File: src/logic/biu_pkg.sv
package biu_pkg;

  // program counter arithmetic
  localparam logic [31:0] BIU_PC_STEP = 32'h0000_0002;
  localparam logic [31:0] BIU_PC_AHEAD = 32'h0000_0004;
  localparam logic [31:0] BIU_RESET_PC = 32'h0000_0000;

  // opcode field positions
  localparam int BIU_OP8_HI = 15;
  localparam int BIU_OP8_LO = 8;
  localparam int BIU_OP4_LO = 12;
  localparam int BIU_REG_HI = 11;
  localparam int BIU_REG_LO = 8;
  localparam int BIU_D8_SIGN = 7;
  localparam int BIU_D12_SIGN = 11;

  // opcode patterns
  localparam logic [7:0] BIU_OPC_BR_CLR = 8'h8B;
  localparam logic [7:0] BIU_OPC_BR_CLR_DLY = 8'h8F;
  localparam logic [7:0] BIU_OPC_BR_SET = 8'h89;
  localparam logic [7:0] BIU_OPC_BR_SET_DLY = 8'h8D;
  localparam logic [3:0] BIU_OPC_REL_JUMP = 4'hA;
  localparam logic [3:0] BIU_OPC_REL_CALL = 4'hB;
  localparam logic [3:0] BIU_OPC_REG_TOP = 4'h0;
  localparam logic [7:0] BIU_OPC_REG_JUMP = 8'h23;
  localparam logic [7:0] BIU_OPC_REG_CALL = 8'h03;

  // instruction word with its own address
  typedef struct packed {
    logic [31:0] addr;
    logic [15:0] code;
  } biu_instr_t;

  // decoded class of an instruction
  typedef enum logic [3:0] {
    BIU_OP_OTHER = 4'h0,
    BIU_OP_BR_CLR = 4'h1,
    BIU_OP_BR_CLR_DLY = 4'h2,
    BIU_OP_BR_SET = 4'h3,
    BIU_OP_BR_SET_DLY = 4'h4,
    BIU_OP_REL_JUMP = 4'h5,
    BIU_OP_REL_CALL = 4'h6,
    BIU_OP_REG_JUMP = 4'h7,
    BIU_OP_REG_CALL = 4'h8
  } biu_op_t;

  // sequencer states, gray along idle -> second state -> slot
  typedef enum logic [1:0] {
    BIU_ST_IDLE = 2'b00,
    BIU_ST_EXEC2 = 2'b01,
    BIU_ST_SLOT = 2'b11
  } biu_state_t;

  // computed addresses
  typedef struct packed {
    logic [31:0] link;
    logic [31:0] tgt_d8;
    logic [31:0] tgt_d12;
    logic [31:0] tgt_reg;
  } biu_targets_t;

endpackage

File: src/logic/biu_target_calc.sv
`timescale 1ns/100ps
module biu_target_calc (
  // instruction and operand
  input wire biu_pkg::biu_instr_t instr,
  input wire logic [31:0] gpr_data,
  // resulting addresses
  output biu_pkg::biu_targets_t tgts
);

  logic [31:0] base;
  logic [31:0] disp8;
  logic [31:0] disp12;

  // all targets are relative to the branch's own address plus four
  assign base = instr.addr + biu_pkg::BIU_PC_AHEAD;

  // sign bit replicated upward, then doubled
  assign disp8 = {{23{instr.code[biu_pkg::BIU_D8_SIGN]}},
                  instr.code[biu_pkg::BIU_D8_SIGN:0], 1'b0};
  assign disp12 = {{19{instr.code[biu_pkg::BIU_D12_SIGN]}},
                   instr.code[biu_pkg::BIU_D12_SIGN:0], 1'b0};

  // wrap-around adds, as the pc does
  assign tgts.link = base;
  assign tgts.tgt_d8 = base + disp8;
  assign tgts.tgt_d12 = base + disp12;
  assign tgts.tgt_reg = base + gpr_data;

endmodule

File: src/logic/biu_branch_unit.sv
`timescale 1ns/100ps
module biu_branch_unit (
  // clock and reset
  input wire logic core_clk,
  input wire logic rst_n,
  // instruction stream
  input wire logic instr_valid,
  input wire biu_pkg::biu_instr_t instr,
  output logic instr_ready,
  // condition flag and register file
  input wire logic cond_flag,
  output logic [3:0] gpr_sel,
  input wire logic [31:0] gpr_data,
  // program counter
  output logic [31:0] pc_r,
  output logic redirect_r,
  // procedure return register
  output logic [31:0] procedure_return_register_r,
  output logic ret_we_r,
  // exception side
  output logic irq_block,
  output logic slot_kill,
  output logic slot_illegal_req_r
);

  biu_pkg::biu_state_t state_r;
  biu_pkg::biu_state_t state_nxt;
  biu_pkg::biu_instr_t held_r;
  biu_pkg::biu_instr_t calc_in;
  biu_pkg::biu_targets_t tgts;
  biu_pkg::biu_op_t op;
  logic [31:0] slot_tgt_r;
  logic slot_taken_r;
  logic take;
  logic in_slot;
  logic slot_bad;

  // class of an instruction word; used for both issue and slot checks
  function automatic biu_pkg::biu_op_t decode_op(input logic [15:0] c);
    logic [7:0] hi8;
    logic [3:0] hi4;
    logic [7:0] lo8;
    hi8 = c[biu_pkg::BIU_OP8_HI:biu_pkg::BIU_OP8_LO];
    hi4 = c[biu_pkg::BIU_OP8_HI:biu_pkg::BIU_OP4_LO];
    lo8 = c[biu_pkg::BIU_OP8_LO-1:0];
    if (hi8 == biu_pkg::BIU_OPC_BR_CLR) begin
      decode_op = biu_pkg::BIU_OP_BR_CLR;
    end else if (hi8 == biu_pkg::BIU_OPC_BR_CLR_DLY) begin
      decode_op = biu_pkg::BIU_OP_BR_CLR_DLY;
    end else if (hi8 == biu_pkg::BIU_OPC_BR_SET) begin
      decode_op = biu_pkg::BIU_OP_BR_SET;
    end else if (hi8 == biu_pkg::BIU_OPC_BR_SET_DLY) begin
      decode_op = biu_pkg::BIU_OP_BR_SET_DLY;
    end else if (hi4 == biu_pkg::BIU_OPC_REL_JUMP) begin
      decode_op = biu_pkg::BIU_OP_REL_JUMP;
    end else if (hi4 == biu_pkg::BIU_OPC_REL_CALL) begin
      decode_op = biu_pkg::BIU_OP_REL_CALL;
    end else if (hi4 == biu_pkg::BIU_OPC_REG_TOP && lo8 == biu_pkg::BIU_OPC_REG_JUMP) begin
      decode_op = biu_pkg::BIU_OP_REG_JUMP;
    end else if (hi4 == biu_pkg::BIU_OPC_REG_TOP && lo8 == biu_pkg::BIU_OPC_REG_CALL) begin
      decode_op = biu_pkg::BIU_OP_REG_CALL;
    end else begin
      decode_op = biu_pkg::BIU_OP_OTHER;
    end
  endfunction

  // register-relative forms hold the bus for their second state
  assign instr_ready = (state_r != biu_pkg::BIU_ST_EXEC2);
  assign take = instr_valid && instr_ready;
  assign op = decode_op(instr.code);
  assign in_slot = (state_r == biu_pkg::BIU_ST_SLOT);

  // any branch class in a slot is illegal, delayed conditional ones included
  assign slot_bad = in_slot && (op != biu_pkg::BIU_OP_OTHER);
  assign slot_kill = take && slot_bad;

  // interrupts held off from a delayed branch other than the set-flag form until its slot retires
  assign irq_block = (state_r != biu_pkg::BIU_ST_IDLE);

  // second state works on the held word, so the operand comes from it
  assign calc_in = (state_r == biu_pkg::BIU_ST_EXEC2) ? held_r : instr;
  assign gpr_sel = calc_in.code[biu_pkg::BIU_REG_HI:biu_pkg::BIU_REG_LO];

  biu_target_calc u_calc (
    .instr(calc_in),
    .gpr_data(gpr_data),
    .tgts(tgts)
  );

  // sequencer next state
  always_comb begin
    state_nxt = state_r;
    case (state_r)
      biu_pkg::BIU_ST_IDLE: begin
        if (take) begin
          case (op)
            biu_pkg::BIU_OP_BR_CLR_DLY, biu_pkg::BIU_OP_REL_JUMP,
            biu_pkg::BIU_OP_REL_CALL: begin
              state_nxt = biu_pkg::BIU_ST_SLOT;
            end
            biu_pkg::BIU_OP_REG_JUMP, biu_pkg::BIU_OP_REG_CALL: begin
              state_nxt = biu_pkg::BIU_ST_EXEC2;
            end
            default: begin
              state_nxt = biu_pkg::BIU_ST_IDLE;
            end
          endcase
        end
      end
      biu_pkg::BIU_ST_EXEC2: begin
        state_nxt = biu_pkg::BIU_ST_SLOT;
      end
      biu_pkg::BIU_ST_SLOT: begin
        if (take) begin
          state_nxt = biu_pkg::BIU_ST_IDLE;
        end
      end
      default: begin
        state_nxt = biu_pkg::BIU_ST_IDLE;
      end
    endcase
  end

  always_ff @(posedge core_clk or negedge rst_n) begin
    if (!rst_n) begin
      state_r <= biu_pkg::BIU_ST_IDLE;
    end else begin
      state_r <= state_nxt;
    end
  end

  // hold the register-relative word for its second state
  always_ff @(posedge core_clk or negedge rst_n) begin
    if (!rst_n) begin
      held_r <= '0;
    end else if (take) begin
      held_r <= instr;
    end
  end

  // pending slot target and whether the branch was taken
  always_ff @(posedge core_clk or negedge rst_n) begin
    if (!rst_n) begin
      slot_tgt_r <= biu_pkg::BIU_RESET_PC;
      slot_taken_r <= 1'b0;
    end else if (state_r == biu_pkg::BIU_ST_EXEC2) begin
      slot_tgt_r <= tgts.tgt_reg;
      slot_taken_r <= 1'b1;
    end else if (take && state_r == biu_pkg::BIU_ST_IDLE) begin
      case (op)
        biu_pkg::BIU_OP_BR_CLR_DLY: begin
          slot_tgt_r <= tgts.tgt_d8;
          slot_taken_r <= !cond_flag;
        end
        biu_pkg::BIU_OP_REL_JUMP, biu_pkg::BIU_OP_REL_CALL: begin
          slot_tgt_r <= tgts.tgt_d12;
          slot_taken_r <= 1'b1;
        end
        default: begin
          slot_taken_r <= 1'b0;
        end
      endcase
    end
  end

  // program counter: next address to fetch
  always_ff @(posedge core_clk or negedge rst_n) begin
    if (!rst_n) begin
      pc_r <= biu_pkg::BIU_RESET_PC;
      redirect_r <= 1'b0;
    end else begin
      redirect_r <= 1'b0;
      if (take && slot_bad) begin
        pc_r <= pc_r;
      end else if (take && in_slot) begin
        // slot instruction retires first, then the target
        if (slot_taken_r) begin
          pc_r <= slot_tgt_r;
          redirect_r <= 1'b1;
        end else begin
          pc_r <= instr.addr + biu_pkg::BIU_PC_STEP;
        end
      end else if (take && op == biu_pkg::BIU_OP_BR_CLR && !cond_flag) begin
        pc_r <= tgts.tgt_d8;
        redirect_r <= 1'b1;
      end else if (take) begin
        pc_r <= instr.addr + biu_pkg::BIU_PC_STEP;
      end
    end
  end

  // return address for both call forms, written in the call's first state
  always_ff @(posedge core_clk or negedge rst_n) begin
    if (!rst_n) begin
      procedure_return_register_r <= '0;
      ret_we_r <= 1'b0;
    end else begin
      ret_we_r <= 1'b0;
      if (take && !in_slot &&
          (op == biu_pkg::BIU_OP_REL_CALL || op == biu_pkg::BIU_OP_REG_CALL)) begin
        procedure_return_register_r <= tgts.link;
        ret_we_r <= 1'b1;
      end
    end
  end

  // one-cycle request to the exception logic
  always_ff @(posedge core_clk or negedge rst_n) begin
    if (!rst_n) begin
      slot_illegal_req_r <= 1'b0;
    end else begin
      slot_illegal_req_r <= slot_kill;
    end
  end

endmodule

File: config.mk
export PLATFORM = sky130hd
export DESIGN_NAME = biu_branch_unit
export DESIGN_NICKNAME = d
export VERILOG_FILES = /design/src/logic/biu_pkg.sv /design/src/logic/biu_target_calc.sv /design/src/logic/biu_branch_unit.sv
export SDC_FILE = /design/constraint.sdc
export NUM_CORES = 1
export LEC_CHECK = 0
export BUFFER_PORTS_ARGS = -buffer_cell sky130_fd_sc_hd__buf_4
export CAP_MARGIN = 20
export CORE_MARGIN = 2
export CORE_UTILIZATION = 55
export DETAILED_ROUTE_END_ITERATION = 7
export PLACE_DENSITY = 0.83
export SETUP_SLACK_MARGIN = 0.4
export SYNTH_ARGS = -nofsm -noshare
export SYNTH_HDL_FRONTEND = slang
export SYNTH_HIERARCHICAL = 1
export SYNTH_SLANG_ARGS = --single-unit
File: constraint.sdc
create_clock -name core_clk -period 4.5 [get_ports core_clk]
set_input_delay 0.225 -clock core_clk [delete_from_list [all_inputs] [get_ports core_clk]]
set_output_delay 0.225 -clock core_clk [all_outputs]
set_load 0.02 [all_outputs]
==> summary.txt <==
Routing
  • Total via count after detailed routing: 15700
  • Post-DR wirelength/cell: 25.6 um
  • Number of violations reported at the end of detailed-routing iteration 0: 2424
  • Residual DRC: 13
  • Aggregate routed wire length: 57400 um
  • Per-cell via count in the routed design: 6.99
  • Number of nets still failing antenna checks after routing: 0
  • Detailed-router iteration count before antenna repair: 8

Floorplan
  • Initial cell density of the core: 0.563
  • Die Wd: 160 um
  • Std-Cell Core Area: 23600 sq um
  • Die outline area: 25400 sq um
  • Number of I/O pins: 158
  • DIE HEIGHT: 160 um
  • Site Rows: 56

Clocking
  • Clk Tree Root Cell: sky130_fd_sc_hd__clkbuf_16
  • Skew-Pair Late Insertion Delay: 450 ps
  • Clock buffer depth: 2
  • Number of sinks driven by the clock tree: 146
  • TritonCTS buffer count: 17
  • CTS tree: done
  • Maximum level of the CTS H-tree: 4
  • Clock Pin Slew Worst Setup and Hold Paths: 70 ps

Min path
  • Hold Crit Start: instr[3]
  • Hold worst-path end: held_r[3]
  • Class of the tightest hold or removal check: in -> reg
  • Number of cells on the worst hold path: 2

Synthesis
  • Mean instance size in the synthesized netlist: 8.33 sq um
  • Total number of yosys warnings: 6
  • Total standard cell area after synthesis: 13300 sq um
  • Syn Inst Count: 1597
  • Post-Syn Nets: 1775

Timing
  • Normalized max-slew margin: 0.388
  • Setup ws final: -248 ps
  • Setup skew after layout: 16.7 ps
  • Final Hold Viols: 0
  • Portion of the clock cycle consumed by the worst path in the final layout: 1.06
  • Count of final setup violators: 20
  • Transition time at the pin with the least slew margin: 918 ps
  • Number of max-slew violations in the final report: 0
  • Worst hold margin: 30.7 ps
  • Post-layout minimum cycle time: 4750 ps
  • Max Fclk: 0.211 GHz
  • Setup repair after global routing missed its margin: yes

Pwr
  • Power density normalized to cell area: 417 nW/um^2
  • Maximum vdd ir drop: 0.203 mV
  • Static leakage: 0.00862 uW

Setup path
  • RR Startpoint: state_r[1]
  • Worst R2R End: pc_r[28]
  • Max FO, Critical Path: 10
  • Category of the worst setup path capture point: register
  • Arrival time at the worst endpoint: 5060 ps
  • Crit path largest cell delay: 420 ps
  • Worst Reg2Reg Path Length in Cells: 25
  • Setup slack of the most critical reg-to-reg path: -250 ps
  • Setup crit start kind: register
  • Crit Path Category: reg -> reg
  • Crit path buffers/inverters: 6
  • CP max stage cell: sky130_fd_sc_hd__dfrtp_1
  • Endpoint required time on the critical path: 4820 ps
  • Kind of cell adding the most delay to the critical path: compound AO/OA/AOI/OAI gates

GRT
  • Overflow after GRT: 0
  • Antenna violations before repair: 0
  • Global-route wire length before repair: 77300 um
  • Total routing resource utilization after global routing: 0.381
  • Pin count of the biggest net entering global routing: 110
  • Number of global-route vias before repair: 14200

Cells and area
  • Ratio of cells with drive above 1 in the final layout: 0.418
  • Area delta synth->final: 40.8%
  • Final net count: 2090
  • Design area: 18700 sq um
  • Final Non-Filler Cells: 2245

Placed design
  • Final weighted congestion in routability-driven placement: 0.953
  • Placed instance area: 15600 sq um
  • Post-placement cell count: 2115
  • Detail Placement HPWL: 32100 um
  • Total of buffers placed on input and output ports: 157

Run status
  • Failing checks: design-rule violations, negative setup slack
  • Status: finished with violations

Run
  • Max Cap Viol: 0
[layout make-up]
class	count	area [sq um]
antenna	1	2.50
multi-input combinational	1316	10700
sequential	146	3650
clock inverter	14	146
tap	319	399
inverter	34	144
fill	1284	4880
timing repair buffer	397	3250
clock buffer	18	429
[worst register-to-register path: stages, from the launching register on]
cell and delay [ps]:
sky130_fd_sc_hd__dfrtp_1 420, sky130_fd_sc_hd__nor2b_4 260, sky130_fd_sc_hd__buf_6 170, sky130_fd_sc_hd__clkinv_8 90, sky130_fd_sc_hd__buf_12 160, sky130_fd_sc_hd__buf_4 150
sky130_fd_sc_hd__nand2_1 140, sky130_fd_sc_hd__nand2_2 120, sky130_fd_sc_hd__nand3_4 190, sky130_fd_sc_hd__nor2_4 80, sky130_fd_sc_hd__and3_1 230, sky130_fd_sc_hd__nand2_1 110
sky130_fd_sc_hd__xnor2_1 130, sky130_fd_sc_hd__buf_4 180, sky130_fd_sc_hd__ha_4 240, sky130_fd_sc_hd__inv_2 100, sky130_fd_sc_hd__o21bai_1 120, sky130_fd_sc_hd__a21oi_2 180
sky130_fd_sc_hd__o21ai_1 100, sky130_fd_sc_hd__a221oi_1 340, sky130_fd_sc_hd__o41a_1 320, sky130_fd_sc_hd__o21ai_2 100, sky130_fd_sc_hd__xor2_1 190, sky130_fd_sc_hd__a22o_1 230
sky130_fd_sc_hd__mux2i_1 190, sky130_fd_sc_hd__o21ai_1 100
[sequential cells by signal, indices dropped and copies added, names as in the netlist]
register                     cells
held_r                          44
pc_r                            32
procedure_return_register_r     32
redirect_r                       1
ret_we_r                         1
slot_illegal_req_r               1
slot_taken_r                     1
slot_tgt_r                      32
state_r                          2
[timing repair]
item                       4_1_cts  5_1_grt
cloned                           1        1
pin swaps                      103      110
resized for setup              146      182
setup buffers                   55       38
hold buffers                     1        0
setup endpoints to repair       33       40
hold endpoints to repair        11        0
[how the worst max path moves through the flow]
stage	cells after the start	start	to	slack, ps
floorplan	25	state_r[0]	pc_r[30]	240
global placement	20	state_r[1]	slot_tgt_r[28]	70
detailed placement	22	state_r[1]	slot_tgt_r[31]	-20
CTS	21	state_r[1]	pc_r[29]	270
global route	24	state_r[0]	pc_r[30]	-260
finish	25	state_r[1]	pc_r[28]	-250
[per-layer routing]
metal  wire [um]  vias up  track usage
li1            -     6334            -
met5           0        -            0
met3        8050      490        0.102
met1       20800     7320        0.501
met4        4130        0        0.143
met2       24400     1547        0.602
[report_power, final]
group	internal [uW]	total [uW]	switching, uW
clock	783	1520	734
sequential	1630	1900	268
combinational	1940	4400	2450
[placed cells by master (no fill, tap or decap), types with 9 or more instances in the layout]
cell and count:
sky130_fd_sc_hd__a21o_1 58, sky130_fd_sc_hd__a21oi_1 121, sky130_fd_sc_hd__a21oi_2 31, sky130_fd_sc_hd__a22o_1 10
sky130_fd_sc_hd__a31oi_1 16, sky130_fd_sc_hd__and3_1 15, sky130_fd_sc_hd__buf_4 350, sky130_fd_sc_hd__buf_6 37
sky130_fd_sc_hd__clkbuf_16 18, sky130_fd_sc_hd__dfrtp_1 146, sky130_fd_sc_hd__ha_1 50, sky130_fd_sc_hd__ha_2 9
sky130_fd_sc_hd__ha_4 33, sky130_fd_sc_hd__inv_1 30, sky130_fd_sc_hd__mux2_2 45, sky130_fd_sc_hd__mux2_4 29
sky130_fd_sc_hd__mux2i_1 12, sky130_fd_sc_hd__nand2_1 250, sky130_fd_sc_hd__nand2_2 35, sky130_fd_sc_hd__nand2_4 10
sky130_fd_sc_hd__nand3_1 37, sky130_fd_sc_hd__nand4_1 28, sky130_fd_sc_hd__nor2_1 61, sky130_fd_sc_hd__nor2_4 11
sky130_fd_sc_hd__nor3_1 14, sky130_fd_sc_hd__o21ai_0 45, sky130_fd_sc_hd__o21ai_1 29, sky130_fd_sc_hd__o21ai_2 38
sky130_fd_sc_hd__o21bai_1 10, sky130_fd_sc_hd__xnor2_1 51, sky130_fd_sc_hd__xnor2_2 18, sky130_fd_sc_hd__xnor2_4 9
sky130_fd_sc_hd__xor2_1 41
[through the flow]
| step | power (uW) | util | setup slack (ps) | setup TNS [ps] |
|---|---|---|---|---|
| 5_1_grt | 8040 | 0.793 | -256 | -2460 |
| 2_1_floorplan | 4080 | - | 242 | 0 |
| 3_3_place_gp | 5080 | 0.660 | 71.8 | 0 |
| 4_1_cts | 6980 | 0.740 | 269 | 0 |
| 6_report | 7820 | 0.793 | -248 | -2530 |
| 3_5_place_dp | 5160 | 0.660 | -16.4 | -16.4 |
(Power assumes the default switching activity.)
